**config.mk**
```make
export PLATFORM = sky130hd
export DESIGN_NAME = periph_select
export DESIGN_NICKNAME = d
export VERILOG_FILES = /design/src/design/gpio_pin_mux.v /design/src/design/periph_select.v
export VERILOG_INCLUDE_DIRS = /design/src /design/src/design
export SDC_FILE = /design/constraint.sdc
export NUM_CORES = 1
export LEC_CHECK = 0
export ABC_CLOCK_PERIOD_IN_PS = 1200
export BUFFER_PORTS_ARGS = -buffer_cell sky130_fd_sc_hd__buf_4
export CAP_MARGIN = 0
export CORE_MARGIN = 5
export CORE_UTILIZATION = 40
export CTS_BUF_LIST = sky130_fd_sc_hd__clkbuf_4 sky130_fd_sc_hd__clkbuf_8 sky130_fd_sc_hd__clkbuf_16
export DETAILED_ROUTE_END_ITERATION = 10
export HOLD_SLACK_MARGIN = 0.02
export PLACE_DENSITY = 0.67
export SYNTH_ARGS = -nofsm -noshare
export SYNTH_HDL_FRONTEND = slang
export SYNTH_SLANG_ARGS = --single-unit
```
**constraint.sdc**
```tcl
create_clock -name clk_sys_in -period 1.2 [get_ports clk_sys_in]
set_input_delay 0.18 -clock clk_sys_in [delete_from_list [all_inputs] [get_ports clk_sys_in]]
set_output_delay 0.18 -clock clk_sys_in [all_outputs]
set_load 0.05 [all_outputs]
```
**src/design/periph_select_defs.vh**
```
// Constants for the reset-latched peripheral selection block
`ifndef PERIPH_SELECT_DEFS_VH
`define PERIPH_SELECT_DEFS_VH

// ----------------------------------------------------------------------
// Register map (plain port, word index)
// ----------------------------------------------------------------------
`define ADDR_W              4
`define REG_GPIO_ENABLE     4'h0
`define REG_GPIO_DIRECTION  4'h1
`define REG_STRAP_STATUS    4'h2
`define REG_OWNER_STATUS    4'h3

// ----------------------------------------------------------------------
// Reset values
// ----------------------------------------------------------------------
`define GPIO_EN_RESET       16'h0000
`define GPIO_DIR_RESET      16'h0000

// ----------------------------------------------------------------------
// Pin numbers of shared general-purpose pins
// ----------------------------------------------------------------------
`define GPIO_DIV4_PIN       1
`define GPIO_DIV6_PIN       2
`define GPIO_CLKSRC_PIN     8
`define GPIO_IRQ_LO         4
`define GPIO_IRQ_HI         7
`define GPIO_PCI_LO         9

// ----------------------------------------------------------------------
// Owner status bit positions
// ----------------------------------------------------------------------
`define OWN_CELL_PORT       0
`define OWN_SERIAL1         1
`define OWN_HOST_PORT       2
`define OWN_PCI             3
`define OWN_SERIAL2         4
`define OWN_EEPROM          5
`define OWN_AUTOINIT        6
`define OWN_SERIAL0_TIMERS  7

`endif

```
**src/design/gpio_pin_mux.v**
```verilog
// Per-pin function select for the sixteen general-purpose pins
`timescale 1ns/1ps
`include "periph_select_defs.vh"

module gpio_pin_mux (
    input  wire [15:0] gpio_enable_in,
    input  wire [15:0] gpio_direction_in,
    input  wire        pci_select_in,
    output reg  [15:0] gpio_owns_out,
    output reg  [15:0] gpio_out_allowed_out,
    output reg  [15:0] alt_owns_out
);

    integer i;

    // ------------------------------------------------------------------
    // Pin ownership
    // ------------------------------------------------------------------
    // A pin is GPIO only when its enable bit is set; otherwise the
    // alternate function (clock, interrupt, PCI or none) keeps it
    always @* begin
        gpio_owns_out        = 16'h0000;
        gpio_out_allowed_out = 16'h0000;
        alt_owns_out         = 16'h0000;
        for (i = 0; i < 16; i = i + 1) begin
            if (i >= `GPIO_PCI_LO) begin
                if (pci_select_in) begin
                    alt_owns_out[i] = 1'b1;
                end else begin
                    gpio_owns_out[i] = gpio_enable_in[i];
                end
            end else if (i == `GPIO_DIV4_PIN || i == `GPIO_DIV6_PIN || i == `GPIO_CLKSRC_PIN) begin
                gpio_owns_out[i] = gpio_enable_in[i];
                alt_owns_out[i]  = ~gpio_enable_in[i];
            end else if (i >= `GPIO_IRQ_LO && i <= `GPIO_IRQ_HI) begin
                gpio_owns_out[i] = gpio_enable_in[i];
                alt_owns_out[i]  = 1'b1;
            end else begin
                gpio_owns_out[i] = gpio_enable_in[i];
            end
            // Output drive needs both GPIO ownership and direction set
            gpio_out_allowed_out[i] = gpio_owns_out[i] & gpio_direction_in[i];
        end
    end

endmodule

```
**src/design/periph_select.v**
```verilog
// Reset-latched peripheral selection and shared pin multiplexing
`timescale 1ns/1ps
`include "periph_select_defs.vh"

// Function
// - Sample the straps at the first enabled edge after reset release; use them to assign pins.
// - Cell select 0: serial port one on shared pins, cell pins high impedance.
// - Cell select 1: cell port on shared pins, serial one pins high impedance.
// - PCI select 0: host port owns shared pins; PCI-only pins high impedance.
// - PCI select 0: upper GPIO pins act as GPIO once enable and direction set.
// - PCI select 1: host port off; PCI owns host-shared and GPIO-shared pins.
// - Serial port two off only when PCI select 1 and serial-two select 0.
// - In that combination, EEPROM auto-init runs at reset if strap is 1.
// - Serial-two select may rise after reset; then serial two on, EEPROM off.
// - Timers, serial port zero and lower GPIO pins are always available.
// - Clock-output and clock-source shared pins default to clock function.
// - Interrupt-shared GPIO pins reset as interrupt inputs or input-only GPIO.
// - PCI-shared GPIO pins default to no function until selected.
// - Serial two clock-source pin becomes GPIO 8 only when its enable bit is set.
// - Auto-init strap 1 uses EEPROM only with PCI on and serial-two select 0.
module periph_select (
    input  wire                clk_sys_in,
    input  wire                resetn_in,
    input  wire                clk_en_in,
    input  wire                cell_port_strap_pin_in,
    input  wire                pci_select_pin_in,
    input  wire                serial_port_two_select_in,
    input  wire                eeprom_autoinit_strap_pin_in,
    input  wire [`ADDR_W-1:0]  addr_in,
    input  wire [31:0]         wdata_in,
    input  wire                wr_in,
    input  wire                rd_in,
    output reg  [31:0]         rdata_out,
    output reg                 cell_port_enable_out,
    output reg                 serial1_enable_out,
    output reg                 cell_port_pins_oe_out,
    output reg                 serial1_pins_oe_out,
    output reg                 host_port_enable_out,
    output reg                 pci_enable_out,
    output reg                 pci_only_pins_oe_out,
    output reg                 serial2_enable_out,
    output reg                 eeprom_enable_out,
    output reg                 pci_autoinit_start_out,
    output reg                 serial0_timers_enable_out,
    output reg  [15:0]         gpio_owns_out,
    output reg  [15:0]         gpio_oe_out,
    output reg  [15:0]         alt_owns_out
);

    // ------------------------------------------------------------------
    // State
    // ------------------------------------------------------------------
    reg        cell_sel_q;
    reg        pci_sel_q;
    reg        eeprom_autoinit_strap_q;
    reg        serial2_sel_q;
    reg        in_reset_q;
    reg        autoinit_done_q;
    reg [15:0] gpio_en_q;
    reg [15:0] gpio_dir_q;
    reg        serial2_on_d;
    wire [15:0] gpio_owns_w;
    wire [15:0] gpio_out_allowed_w;
    wire [15:0] alt_owns_w;

    // Serial port two is off only in the PCI-with-EEPROM combination
    function serial2_on;
        input pci_sel;
        input s2_sel;
        begin
            serial2_on = ~(pci_sel & ~s2_sel);
        end
    endfunction

    // ------------------------------------------------------------------
    // Strap capture
    // ------------------------------------------------------------------
    // Straps cannot load under the async reset itself, so a reset-marker
    // flop stays set for the first enabled edge and the straps are taken
    // then; straps are expected stable across release
    always @(posedge clk_sys_in or negedge resetn_in) begin
        if (!resetn_in) begin
            in_reset_q              <= 1'b1;
            cell_sel_q              <= 1'b0;
            pci_sel_q               <= 1'b0;
            eeprom_autoinit_strap_q <= 1'b0;
        end else if (clk_en_in && in_reset_q) begin
            in_reset_q              <= 1'b0;
            cell_sel_q              <= cell_port_strap_pin_in;
            pci_sel_q               <= pci_select_pin_in;
            eeprom_autoinit_strap_q <= eeprom_autoinit_strap_pin_in;
        end
        // Later strap changes are ignored until the next reset
    end

    // Serial-two select follows its pin live; it may change any time
    always @(posedge clk_sys_in or negedge resetn_in) begin
        if (!resetn_in) begin
            serial2_sel_q <= 1'b0;
        end else if (clk_en_in) begin
            serial2_sel_q <= serial_port_two_select_in;
        end
    end

    // ------------------------------------------------------------------
    // GPIO configuration registers
    // ------------------------------------------------------------------
    // Enables default clear so every shared pin keeps its alternate use; PCI-shared pins have none unless PCI is selected
    always @(posedge clk_sys_in or negedge resetn_in) begin
        if (!resetn_in) begin
            gpio_en_q  <= `GPIO_EN_RESET;
            gpio_dir_q <= `GPIO_DIR_RESET;
        end else if (clk_en_in && wr_in) begin
            case (addr_in)
                `REG_GPIO_ENABLE: begin
                    gpio_en_q <= wdata_in[15:0];
                end
                `REG_GPIO_DIRECTION: begin
                    gpio_dir_q <= wdata_in[15:0];
                end
                default: begin
                    gpio_en_q <= gpio_en_q;
                end
            endcase
        end
    end

    // ------------------------------------------------------------------
    // Register read port, data one cycle after the strobe
    // ------------------------------------------------------------------
    always @(posedge clk_sys_in or negedge resetn_in) begin
        if (!resetn_in) begin
            rdata_out <= 32'h0000_0000;
        end else if (clk_en_in) begin
            if (rd_in) begin
                case (addr_in)
                    `REG_GPIO_ENABLE: begin
                        rdata_out <= {16'h0000, gpio_en_q};
                    end
                    `REG_GPIO_DIRECTION: begin
                        rdata_out <= {16'h0000, gpio_dir_q};
                    end
                    `REG_STRAP_STATUS: begin
                        rdata_out <= {28'h000_0000, eeprom_autoinit_strap_q, serial2_sel_q,
                                      pci_sel_q, cell_sel_q};
                    end
                    `REG_OWNER_STATUS: begin
                        rdata_out <= {24'h00_0000, serial0_timers_enable_out, autoinit_done_q,
                                      eeprom_enable_out, serial2_enable_out, pci_enable_out,
                                      host_port_enable_out, serial1_enable_out,
                                      cell_port_enable_out};
                    end
                    default: begin
                        rdata_out <= 32'h0000_0000;
                    end
                endcase
            end else begin
                rdata_out <= 32'h0000_0000;
            end
        end
    end

    // ------------------------------------------------------------------
    // GPIO per-pin mux
    // ------------------------------------------------------------------
    gpio_pin_mux u_gpio_pin_mux (
        .gpio_enable_in       (gpio_en_q),
        .gpio_direction_in    (gpio_dir_q),
        .pci_select_in        (pci_sel_q),
        .gpio_owns_out        (gpio_owns_w),
        .gpio_out_allowed_out (gpio_out_allowed_w),
        .alt_owns_out         (alt_owns_w)
    );

    always @* begin
        serial2_on_d = serial2_on(pci_sel_q, serial2_sel_q);
    end

    // ------------------------------------------------------------------
    // Auto-init launch
    // ------------------------------------------------------------------
    // One pulse after the straps settle; only once per reset, so a later
    // drop of the serial-two select cannot retrigger it
    always @(posedge clk_sys_in or negedge resetn_in) begin
        if (!resetn_in) begin
            autoinit_done_q        <= 1'b0;
            pci_autoinit_start_out <= 1'b0;
        end else if (clk_en_in) begin
            pci_autoinit_start_out <= 1'b0;
            if (!in_reset_q && !autoinit_done_q) begin
                autoinit_done_q <= 1'b1;
                if (pci_sel_q && !serial2_sel_q && eeprom_autoinit_strap_q) begin
                    pci_autoinit_start_out <= 1'b1;
                end
            end
        end
    end

    // ------------------------------------------------------------------
    // Peripheral ownership outputs
    // ------------------------------------------------------------------
    // All outputs registered; peripherals stay off until straps latched
    always @(posedge clk_sys_in or negedge resetn_in) begin
        if (!resetn_in) begin
            cell_port_enable_out      <= 1'b0;
            serial1_enable_out        <= 1'b0;
            cell_port_pins_oe_out     <= 1'b0;
            serial1_pins_oe_out       <= 1'b0;
            host_port_enable_out      <= 1'b0;
            pci_enable_out            <= 1'b0;
            pci_only_pins_oe_out      <= 1'b0;
            serial2_enable_out        <= 1'b0;
            eeprom_enable_out         <= 1'b0;
            serial0_timers_enable_out <= 1'b0;
            gpio_owns_out             <= 16'h0000;
            gpio_oe_out               <= 16'h0000;
            alt_owns_out              <= 16'h0000;
        end else if (clk_en_in) begin
            if (in_reset_q) begin
                // Still capturing: keep everything released
                cell_port_enable_out      <= 1'b0;
                serial1_enable_out        <= 1'b0;
                cell_port_pins_oe_out     <= 1'b0;
                serial1_pins_oe_out       <= 1'b0;
                host_port_enable_out      <= 1'b0;
                pci_enable_out            <= 1'b0;
                pci_only_pins_oe_out      <= 1'b0;
                serial2_enable_out        <= 1'b0;
                eeprom_enable_out         <= 1'b0;
                serial0_timers_enable_out <= 1'b0;
                gpio_owns_out             <= 16'h0000;
                gpio_oe_out               <= 16'h0000;
                alt_owns_out              <= 16'h0000;
            end else begin
                cell_port_enable_out      <= cell_sel_q;
                serial1_enable_out        <= ~cell_sel_q;
                cell_port_pins_oe_out     <= cell_sel_q;
                serial1_pins_oe_out       <= ~cell_sel_q;
                host_port_enable_out      <= ~pci_sel_q;
                pci_enable_out            <= pci_sel_q;
                pci_only_pins_oe_out      <= pci_sel_q;
                serial2_enable_out        <= serial2_on_d;
                eeprom_enable_out         <= pci_sel_q & ~serial2_on_d;
                serial0_timers_enable_out <= 1'b1;
                gpio_owns_out             <= gpio_owns_w;
                gpio_oe_out               <= gpio_out_allowed_w;
                alt_owns_out              <= alt_owns_w;
            end
        end
    end

endmodule

```
# Word level (Yosys, flattened, before mapping)

Index checks and enable logic that the tools add are counted.

Eq/ne operators: 3
Multiplexer cells: 22
Bitwise gates (word level): 25
Reductions and logical operators: 12

Operator list:

| kind                                                                  | number |
|---|---|
| 16-bit one-hot mux with 4 select lines                                | 1 |
| 16-bit 2-to-1 mux                                                     | 3 |
| 32-bit 2-to-1 mux                                                     | 1 |
| 1-bit AND                                                             | 18 |
| 1-bit 2-to-1 mux                                                      | 17 |
| 4-bit by 2-bit equality test with 1-bit output, second input constant | 2 |
| 1-bit NOT                                                             | 7 |
| 2-bit AND reduction                                                   | 3 |
| 1-bit logical AND                                                     | 5 |
| 4-bit by 1-bit equality test with 1-bit output, second input constant | 1 |
| 4-bit zero test                                                       | 1 |
| 1-bit zero test                                                       | 3 |

Flip-flop bits (word level): 126
Word-level logic and storage cells: 82

# Longest topological paths before layout

Depth after elaboration: 5
Gate-level depth with buffers: 5

# Hierarchy

A second synthesis with hierarchy kept.

Cell total of the unflattened synthesis: 480
Area, all modules: 5,268.8 µm²

Modules (own cells, without submodules):

| module        | instances | cells an instance | area an instance (µm²) | seq. area each (µm²) |
|---|---|---|---|---|
| periph_select | 1         | 429               | 4,912.2                | 2,753.9 |
| gpio_pin_mux  | 1         | 51                | 356.6                  | 0.0 |

# Worst setup path after synthesis

Ideal clock, no wire load.

Path kind: register to register
Start: reg alt_owns_out[7] (netlist name)
End: reg rdata_out[7]
Arrival time: 1,183 ps
Required time: 1,064 ps
Slack: -119 ps
Stages on the path, launching flop included: 4
Path buffers: 0
Cells stage by stage: dfrtp_1 > mux2_2 > a32oi_1 > o22ai_1

RTL lines:

| item                 | line                | RTL |
|---|---|---|
| end signal, assigned | periph_select.v:138 | `rdata_out <= {16'h0000, gpio_en_q};` |
| end signal, assigned | periph_select.v:141 | `rdata_out <= {16'h0000, gpio_dir_q};` |
| end signal, assigned | periph_select.v:144 | `rdata_out <= {28'h000_0000, eeprom_autoinit_strap_q, serial2_sel_q,` |
| end, declared        | periph_select.v:33  | `output reg [31:0] rdata_out,` |

==> flow_metrics.py <==
metrics = {
    "outcome": {
        "outcome": "complete, but fails checks",
        "violations": "negative setup slack",
    },
    "final_layout": {
        "post-route-util": 0.547,
        "regArea_um2": 2430,
        "multiInputGateArea_um2": 1770,
        "stdcell_area_um2": 5960,
        "final_nets": 529,
        "final_cells": 628,
        "drive_gt1_frac": 0.482,
        "n_fill_cell": 929,
        "diodes": 0,
        "area_growth_pct": 33.8,
    },
    "clock_tree": {
        "cts_buffers": 9,
        "clk_path_buf_depth": 2,
        "cts_root_buf": "clkbuf_8",
        "clkLatencyLatePin_ps": 370,
        "cts.reportedPaths.clkPinSlew_ps": 100,
        "h-tree-depth": 3,
        "cts_tree": "done",
        "cts.sinks": 97,
    },
    "timing": {
        "whs_ps": 36.9,
        "fin_tns_setup_ps": -988,
        "period_needed_ps": 1270,
        "fin_crit_sh": 1.06,
        "finalHoldViolations": 0,
        "grt_setup_unrepaired": "yes",
        "clock_skew_ps": 13.7,
        "setup_viol": 20,
        "slew_violations": 0,
        "worst_slack_ps": -69.9,
        "max_freq_mhz": 787,
    },
    "floorplan": {
        "io_pins": 136,
        "start_util": 0.409,
        "die_h_um": 115,
        "die_x_um": 115,
        "rows": 38,
        "die_area_um2": 13300,
        "coreArea_um2": 10900,
    },
    "placement": {
        "portBuffers": 101,
        "gp_congestion": 0.759,
        "place_ws_ps": -80.6,
        "dp_cells": 604,
        "dp_hpwl_mm": 7.72,
        "place_area_um2": 5420,
    },
    "power_and_ir_drop": {
        "power_density_nw_per_um2": 1440,
        "power.internal_mw": 5.53,
        "p_leak_nw": 2.90,
        "p_clk_frac": 0.218,
        "p_seq_frac": 0.473,
        "total_power_mw": 8.59,
        "p_switching_mw": 3.07,
        "switching_share": 0.357,
        "combPwrFrac": 0.309,
        "vdd_drop_max_mv": 0.749,
    },
    "critical_path": {
        "r2r_end": "gpio_owns_out[7]$_DFFE_PN0P_",
        "worstPathArrival_ps": 1090,
        "worstRegToRegCells": 4,
        "start_kind": "register",
        "critPathKind": "reg -> out",
        "endpoint_kind": "output port",
        "r2r_setup_slack_ps": -50,
        "cp.required_ps": 1020,
        "critPathMaxFanout": 6,
        "timing.rr.start": "in_reset_q$_DFFE_PN1P_",
    },
    "global_routing": {
        "grt_pass1_wl_mm": 16.4,
        "grt_max_degree": 37,
        "grt_pass1_vias": 3265,
        "overflow": 0,
        "antenna_found_initial": 0,
        "track_usage": 0.160,
    },
    "synthesis": {
        "synth-edff-count": 0,
        "netlist_instances": 367,
        "synth.distinct_cells": 35,
        "seq_area_frac_synth": 0.546,
        "synth-seq-cells": 97,
        "synthesis.area_um2": 4450,
        "avgSynthCellArea_um2": 12.1,
        "async_flop_share": 1.00,
        "ys_warn_count": 0,
        "yosys.area.top_type": "dfrtp_1",
        "synth.most_common_cell": "dfrtp_1",
        "synth_ff_type": "dfrtp_1",
        "synthTopCellsByArea": "dfrtp_1, mux2_2, buf_4, mux2i_1, mux2_4",
        "synth_top_area_frac": 0.540,
        "yosys-top-cells-count": "dfrtp_1, mux2_2, inv_1",
    },
    "route": {
        "ant_nets": 0,
        "wl_per_cell_um": 16.5,
        "drtIter0Drc": 93,
        "vias_per_cell": 4.92,
        "wirelength_mm": 10.4,
        "vias": 3087,
        "drtPass1Iterations": 4,
        "drc": 0,
    },
    "hold_path": {
        "hold_path.startpoint": "eeprom_autoinit_strap_pin_in",
        "hp-class": "in -> reg",
        "hold_path_end": "eeprom_autoinit_strap_q$_DFFE_PN0P_",
        "whs_path_depth": 2,
    },
    "run": {
        "maxCapViolations": 0,
    },
}
## worst max-delay path: stages (launching register included)
cell and delay, ps:
dfrtp_2 420, buf_6 150, buf_8 150
## sequential cells by signal, indices dropped and copies added (netlist names), 5 cells and up
signal,cells
alt_owns_out,5
gpio_dir_q,16
gpio_en_q,16
gpio_oe_out,16
gpio_owns_out,16
rdata_out,16
## cell families (layout without fill, tap and decap cells)
group | count (synthesis) | after routing | share of synthesized area
AOI/OAI and AO/OA | 60 | 60 | 0.0933
muxes | 65 | 65 | 0.168
DFF | 97 | 97 | 0.546
buffers and inverters | 88 | 192 | 0.109
other | 1 | 18 | 0.000843
and+or+nand+nor | 56 | 56 | 0.0829
## power groups by stage
stage               logic (mW)  registers (mW)  clock network (mW)
floorplan                 1.06            4.76                   0
global placement          2.45            4.08                   0
detailed placement        2.48            4.11                   0
CTS                       2.58            4.05                1.93
global route              2.80            4.13                2.04
finish                    2.65            4.07                1.88
## layer usage
metal / share of wire / wire length (um) / global-route usage / vias up
met5: 0 / 0 / 0 / -
met4: 0.018 / 185 / 0.0681 / 0
met3: 0.048 / 501 / 0.0313 / 12
met2: 0.51 / 5300 / 0.277 / 77
met1: 0.42 / 4390 / 0.195 / 1536
li1: - / - / - / 1462
## area by class of cell
class	instances	share of cell area
clock inverter	5	0.00567
clock buffer	10	0.0221
timing repair buffer	141	0.214
tap	140	0.0294
inverter	36	0.0235
sequential	97	0.408
multi-input combinational	199	0.297
## placed cells by master (no fill, tap or decap), types with 3 or more instances in the layout
cell type  instances
buf_12             8
nor2_4             4
nor2b_1           14
buf_8              6
conb_1            18
dfrtp_1           93
mux2_2            33
nand3_2            3
o22ai_1           16
o22a_1             4
a32oi_1            4
mux2i_1           15
mux2_4            16
a31o_4             8
o21ai_0            5
inv_1             35
nand4_1            7
buf_4            111
nand3_1            9
clkbuf_8           9
nor2b_4            4
buf_6             14
o21ai_1           14
dfrtp_2            3
a41o_1             6
## how the worst max path moves through the flow
stage,from,end,slack [ps],depth (start not counted)
floorplan,alt_owns_out[7]$_DFFE_PN0P_,rdata_out[7]$_DFFE_PN0P_,-0.8,3
global placement,addr_in[3],gpio_dir_q[10]$_DFFE_PN0P_,-60,5
detailed placement,addr_in[3],gpio_dir_q[15]$_DFFE_PN0P_,-80,5
CTS,alt_owns_out[7]$_DFFE_PN0P_,alt_owns_out[5],-80,2
global route,alt_owns_out[7]$_DFFE_PN0P_,alt_owns_out[5],-100,2
finish,alt_owns_out[7]$_DFFE_PN0P_,alt_owns_out[5],-70,2
## what timing repair did
item	in CTS	in global routing
gates cloned	0	1
pin swaps	12	2
buffers inserted	4	3
hold buffers	1	0
setup endpoints to repair	50	63
resized for setup	33	43
hold endpoints to repair	62	0
Power figures use the tool's default switching activity.
